`src/hdl/umpf_defines.vh`:
```
`ifndef UMPF_DEFINES_VH
`define UMPF_DEFINES_VH
// character size codes
`define UMPF_CSZ_5 3'h0
`define UMPF_CSZ_6 3'h1
`define UMPF_CSZ_7 3'h2
`define UMPF_CSZ_8 3'h3
`define UMPF_CSZ_9 3'h7
// field positions inside the captured frame word
`define UMPF_NINTH_POS 8
// reset values
`define UMPF_FILTER_RST 1'b0
`define UMPF_CSZ_RST 3'h3
`endif

```
`src/hdl/umpf_filter.v`:
```
// Notes on behaviour
// - filter on: data frames dropped, buffer untouched
// - transmit path ignores the filter setting
// - sizes 5 to 8: first stop marks type
// - size nine: ninth data bit marks type
// - marker one is address, zero is data
// - address frames stored and flagged as normal
// - filter off accepts data; filter on waits
// - one character size shared by rx and tx
// - writing one clears tx complete; interrupt too
// - ninth bit readable separately, read it first
`include "umpf_defines.vh"
`default_nettype none
module umpf_filter #(
    parameter DATA_W = 9
) (
    input wire mclk_i,
    input wire rst_i,
    // configuration bits
    input wire addr_filter_enable_wr_i,
    input wire addr_filter_enable_val_i,
    input wire [2:0] char_size_code_i,
    // frame from the receive shifter, one-cycle strobe
    input wire rx_frame_valid_i,
    input wire [DATA_W-1:0] rx_frame_data_i,
    input wire rx_first_stop_i,
    // software read of the data register
    input wire serial_data_rd_i,
    // transmit side events
    input wire tx_done_i,
    input wire tx_complete_clr_wr_i,
    input wire tx_int_ack_i,
    input wire [DATA_W-1:0] tx_data_i,
    input wire tx_ninth_bit_i,
    output wire [2:0] tx_char_size_code_o,
    output reg [DATA_W-1:0] tx_frame_o,
    output reg addr_filter_enable_o,
    output reg [7:0] serial_data_reg_o,
    output reg rx_ninth_bit_o,
    output reg rx_complete_flag_o,
    output reg tx_complete_flag_o,
    output wire frame_dropped_o
);

// size codes as named words, so the decode below reads plainly
localparam [2:0] SIZE_5 = `UMPF_CSZ_5;
localparam [2:0] SIZE_6 = `UMPF_CSZ_6;
localparam [2:0] SIZE_7 = `UMPF_CSZ_7;
localparam [2:0] SIZE_8 = `UMPF_CSZ_8;
localparam [2:0] SIZE_9 = `UMPF_CSZ_9;

// frame classification, all combinational in the strobe cycle
wire is_nine;
wire is_short;
wire type_marker;
wire is_address;
wire keep_frame;

// captured character with unused upper bits cleared
reg [7:0] data_masked;

// next values of every stored output
reg [7:0] rx_data_nxt;
reg rx_ninth_nxt;
reg rx_complete_nxt;
reg filter_nxt;
reg tx_complete_nxt;
reg [DATA_W-1:0] tx_frame_nxt;

// one size setting serves both directions
// a size change for reception therefore also retimes transmission
assign tx_char_size_code_o = char_size_code_i;

// nine-bit mode is the only one whose marker lives in the data word
assign is_nine = (char_size_code_i == SIZE_9);
assign is_short = ~is_nine;

// marker chosen by size; only the first stop bit is ever used
// a second stop bit, if the sender has one, never reaches this block
assign type_marker = is_nine ? rx_frame_data_i[`UMPF_NINTH_POS]
                             : rx_first_stop_i;

// marker high means address, low means data
assign is_address = (type_marker == 1'h1);

// decision made in the strobe cycle, before the buffer edge
// the marker is already part of the strobed word, so no wait is needed
assign keep_frame = rx_frame_valid_i & (is_address | ~addr_filter_enable_o);

// pulse for the cycle of a refused frame only
assign frame_dropped_o = rx_frame_valid_i & ~keep_frame;

// unused upper bits read as zero for short characters
// codes between eight and nine are not legal; they fall back to eight bits
always @* begin
    case (char_size_code_i)
        SIZE_5: begin
            data_masked = {3'h0, rx_frame_data_i[4:0]};
        end
        SIZE_6: begin
            data_masked = {2'h0, rx_frame_data_i[5:0]};
        end
        SIZE_7: begin
            data_masked = {1'h0, rx_frame_data_i[6:0]};
        end
        SIZE_8: begin
            data_masked = rx_frame_data_i[7:0];
        end
        default: begin
            data_masked = rx_frame_data_i[7:0];
        end
    endcase
end

// software alone owns the filter bit; hardware never changes it
// a dedicated write strobe keeps this bit apart from the flag clears
always @* begin
    filter_nxt = addr_filter_enable_o;
    if (addr_filter_enable_wr_i) begin
        filter_nxt = addr_filter_enable_val_i;
    end
end

// filter bit register; a write takes effect from the next cycle
always @(posedge mclk_i or posedge rst_i) begin
    if (rst_i) begin
        addr_filter_enable_o <= `UMPF_FILTER_RST;
    end else begin
        addr_filter_enable_o <= filter_nxt;
    end
end

// receive buffer next values: dropped frames leave data and flag alone
// a kept frame and a read in one cycle leave the flag set, so no frame is lost
always @* begin
    rx_data_nxt = serial_data_reg_o;
    rx_ninth_nxt = rx_ninth_bit_o;
    rx_complete_nxt = rx_complete_flag_o;
    if (keep_frame) begin
        rx_data_nxt = data_masked;
        rx_ninth_nxt = is_nine & rx_frame_data_i[`UMPF_NINTH_POS];
        rx_complete_nxt = 1'h1; // set wins over read
    end else if (serial_data_rd_i) begin
        rx_complete_nxt = 1'h0;
    end
end

// receive buffer registers
always @(posedge mclk_i or posedge rst_i) begin
    if (rst_i) begin
        serial_data_reg_o <= 8'h00;
        rx_ninth_bit_o <= 1'h0;
        rx_complete_flag_o <= 1'h0;
    end else begin
        serial_data_reg_o <= rx_data_nxt;
        rx_ninth_bit_o <= rx_ninth_nxt;
        rx_complete_flag_o <= rx_complete_nxt;
    end
end

// transmit word: filter bit deliberately not an input here
// short characters send no ninth bit, so it is forced low
always @* begin
    tx_frame_nxt = {DATA_W{1'h0}};
    tx_frame_nxt[7:0] = tx_data_i[7:0];
    tx_frame_nxt[`UMPF_NINTH_POS] = tx_ninth_bit_i & ~is_short;
end

// transmit word register
always @(posedge mclk_i or posedge rst_i) begin
    if (rst_i) begin
        tx_frame_o <= {DATA_W{1'h0}};
    end else begin
        tx_frame_o <= tx_frame_nxt;
    end
end

// tx complete next value: set wins over a clear in the same cycle
// losing the set would hide a finished frame from software
always @* begin
    tx_complete_nxt = tx_complete_flag_o;
    if (tx_done_i) begin
        tx_complete_nxt = 1'h1;
    end else if (tx_complete_clr_wr_i | tx_int_ack_i) begin
        tx_complete_nxt = 1'h0;
    end
end

// tx complete register
always @(posedge mclk_i or posedge rst_i) begin
    if (rst_i) begin
        tx_complete_flag_o <= 1'h0;
    end else begin
        tx_complete_flag_o <= tx_complete_nxt;
    end
end

endmodule // umpf_filter
`default_nettype wire

```
`config.mk`:
```
export PLATFORM = sky130hd
export DESIGN_NAME = umpf_filter
export DESIGN_NICKNAME = d
export VERILOG_FILES = /design/src/hdl/umpf_filter.v
export VERILOG_INCLUDE_DIRS = /design/src /design/src/hdl
export SDC_FILE = /design/constraint.sdc
export NUM_CORES = 1
export LEC_CHECK = 0
export BUFFER_PORTS_ARGS = -buffer_cell sky130_fd_sc_hd__buf_2
export CAP_MARGIN = 10
export CORE_MARGIN = 2
export CORE_UTILIZATION = 41
export CTS_BUF_LIST = sky130_fd_sc_hd__clkbuf_4 sky130_fd_sc_hd__clkbuf_8
export DETAILED_ROUTE_END_ITERATION = 10
export PLACE_DENSITY = 0.83
export SKIP_LAST_GASP = 1
export SYNTH_ARGS = -nofsm -noshare
export SYNTH_HDL_FRONTEND = slang
export SYNTH_SLANG_ARGS = --single-unit
```
`constraint.sdc`:
```
create_clock -name mclk_i -period 1.23 [get_ports mclk_i]
set_input_delay 0.1845 -clock mclk_i [delete_from_list [all_inputs] [get_ports mclk_i]]
set_output_delay 0.1845 -clock mclk_i [all_outputs]
set_load 0.05 [all_outputs]
```
==> out/metrics.yaml <==
fin_cells: 155
cts_tree: "yes"
setup_viol_count_final: 11
syn-num-nets: 84
fin_ws_ns: -0.110
final_cell_mix: "buf_2 (53), dfrtp_1 (20), buf_4 (12)"
slew_headroom: 0.826
fin_util: 0.743
drv_slew: 0
wl_per_cell_um: 12.6
final_common_cell: "buf_2"
drive_above_1_share: 0.662
io_pins: 57
worstMarginPinSlew_ns: 0.263
critPathKind: "register to output pin"
diodes: 0
worstSetupEndpointType: "output pin"
ys_ff_latch: 21
synth_area_per_cell_um2: 15.3
seq_area_frac_synth: 0.659
rows: 15
drc: 0
die_w_um: 48.1
cts_sinks: 21
layout_min_cycle_time_ns: 1.34
grt_usage: 0.176
ant_nets: 0
fin_crit_sh: 1.09
clkSlewWorstSetupHoldPaths_ns: 0.12
layout.nets: 163
start_kind: "register"
yosysWarnings: 0
cts_root_buf: "clkbuf_4"
grt_first_pass_wirelength_um: 2710
drv_cap: 0
finalPower_uw: 1730
drt_iter0_markers: 12
leakage_uw: 0.000720
fin_hold_ws_ns: 0.0453
cpMaxStageDelayCell: "dfrtp_2"
vias: 714
cts_inserted_buffers: 3
clock_path_buffers: 2
post-place-cells: 137
p_per_area_nw_per_um2: 1300
gp_congestion: 0.762
crit_fanout: 2
crit_required_ns: 1.05
start_util: 0.447
failed_checks: "setup timing"
grt_pass1_vias: 665
cts.htree.levels: 1
crit_chain: "o211ai_4 > buf_6 > nor2_4 > buf_8"
max_stage_delay_ns: 0.41
status: "finished with violations"
max-vdd-ir-drop_mv: 0.664
critPathArrivalTime_ns: 1.16
fmax_mhz: 746
clock_latency_ns: 0.31
routed_via_density: 4.61
synthesis.instances: 52
die_h_um: 48.1
overflow: 0
final_hold_viol_count: 0
syn2layout_area_growth_pct: 66.2
syn_area_um2: 797
fin_worst_skew_ns: 0.00874
coreArea_um2: 1780
io_buffers: 55
antenna_found_initial: 0
grt_max_degree: 19
wirelength_um: 1960
dr.pass1.iters: 4
ys_types: 20
hold_path_class: "input pin to register"
rsz0062_at_grt: "true"
die-area_um2: 2310
final timing paths:
kind,from,end,slack (ns),cells after the start
min,tx_done_i,tx_complete_flag_o,0.05,2
max reg2reg,addr_filter_enable_o,serial_data_reg_o[1],-0.07,5
min reg2reg,tx_complete_flag_o,tx_complete_flag_o,0.49,1
min in group asynchronous,rst_i,serial_data_reg_o[7],0.29,3
max in group asynchronous,rst_i,addr_filter_enable_o,0.48,4
max,addr_filter_enable_o,frame_dropped_o,-0.11,4
power by group:
part           leakage [uW]  switching [uW]  internal (uW)  total (uW)
registers          0.000250            30.4            755         786
clock network     0.0000177             217            122         339
logic              0.000452             386            218         605
total              0.000720             634           1100        1730
cells in the mapped netlist:
| library cell | instances | area, um^2 |
|---|---|---|
| dfrtp_1 | 21 | 526 |
| nor2_1 | 2 | 7.51 |
| o2bb2ai_1 | 1 | 8.76 |
| a21o_1 | 1 | 7.51 |
| nand4_1 | 1 | 6.26 |
| a22o_1 | 1 | 8.76 |
| nor3b_1 | 1 | 7.51 |
| mux2i_1 | 1 | 10.0 |
| and2_2 | 1 | 7.51 |
| buf_4 | 3 | 22.5 |
| a22o_2 | 1 | 10.0 |
| mux2_4 | 5 | 75.1 |
| o311a_2 | 1 | 11.3 |
| a21oi_1 | 1 | 5.00 |
| o211ai_4 | 1 | 21.3 |
| o21ai_0 | 2 | 10.0 |
| inv_1 | 5 | 18.8 |
| nand2_4 | 1 | 11.3 |
| and3_4 | 1 | 11.3 |
| mux2_2 | 1 | 11.3 |
stage by stage:
stage / setup TNS, ns / worst slack [ns] / instance area (um^2)
floorplan: -0.165 / -0.0330 / 806
global placement: -0.0156 / -0.00447 / 1150
detailed placement: -0.133 / -0.0272 / 1150
CTS: -0.150 / -0.104 / 1300
global route: -0.979 / -0.142 / 1330
finish: -0.594 / -0.110 / 1330
per-layer routing:
metal  vias to the layer above  global-route usage  share of wire
met2                        43               0.344           0.50
met5                         -                   0              0
met4                         0               0.103          0.027
met1                       333               0.178           0.41
li1                        333                   -              -
met3                         5              0.0148          0.065
area by class of cell:
| type | instances | area [um^2] |
|---|---|---|
| fillers | 126 | 458 |
| well taps | 25 | 31.3 |
| repair buffers | 77 | 483 |
| flip-flops and latches | 21 | 527 |
| multi-input cells | 23 | 238 |
| inverters | 5 | 18.8 |
| clock inverters | 1 | 5.00 |
| clock buffers | 3 | 22.5 |
worst max-delay path: cells and delay by family (launching register included):
kind	cells	cell delay, ns
AOI/OAI and AO/OA	1	0.08
buffers and inverters	2	0.28
DFF	1	0.41
and+or+nand+nor	1	0.08
what timing repair did:
action,in CTS,in global routing
resized for setup,4,3
cloned,0,0
buffers inserted,3,2
hold buffers,9,0
setup endpoints to repair,1,2
endpoints found under the hold margin,11,0
flip-flops by register name, summed over array words and instances (netlist names):
signal	flops
tx_complete_flag_o	1
rx_complete_flag_o	1
tx_frame_o	9
serial_data_reg_o	8
addr_filter_enable_o	1
rx_ninth_bit_o	1
kinds of logic (layout without fill, tap and decap cells):
group                  Yosys count  after routing  share of synthesized area
AO/OA/AOI/OAI                    9              9                      0.104
buffers and inverters            8             86                     0.0518
AND/OR/NAND/NOR                  7              7                     0.0644
multiplexers                     7              7                      0.121
flip-flops                      21             21                      0.659
(Power assumes the default switching activity.)
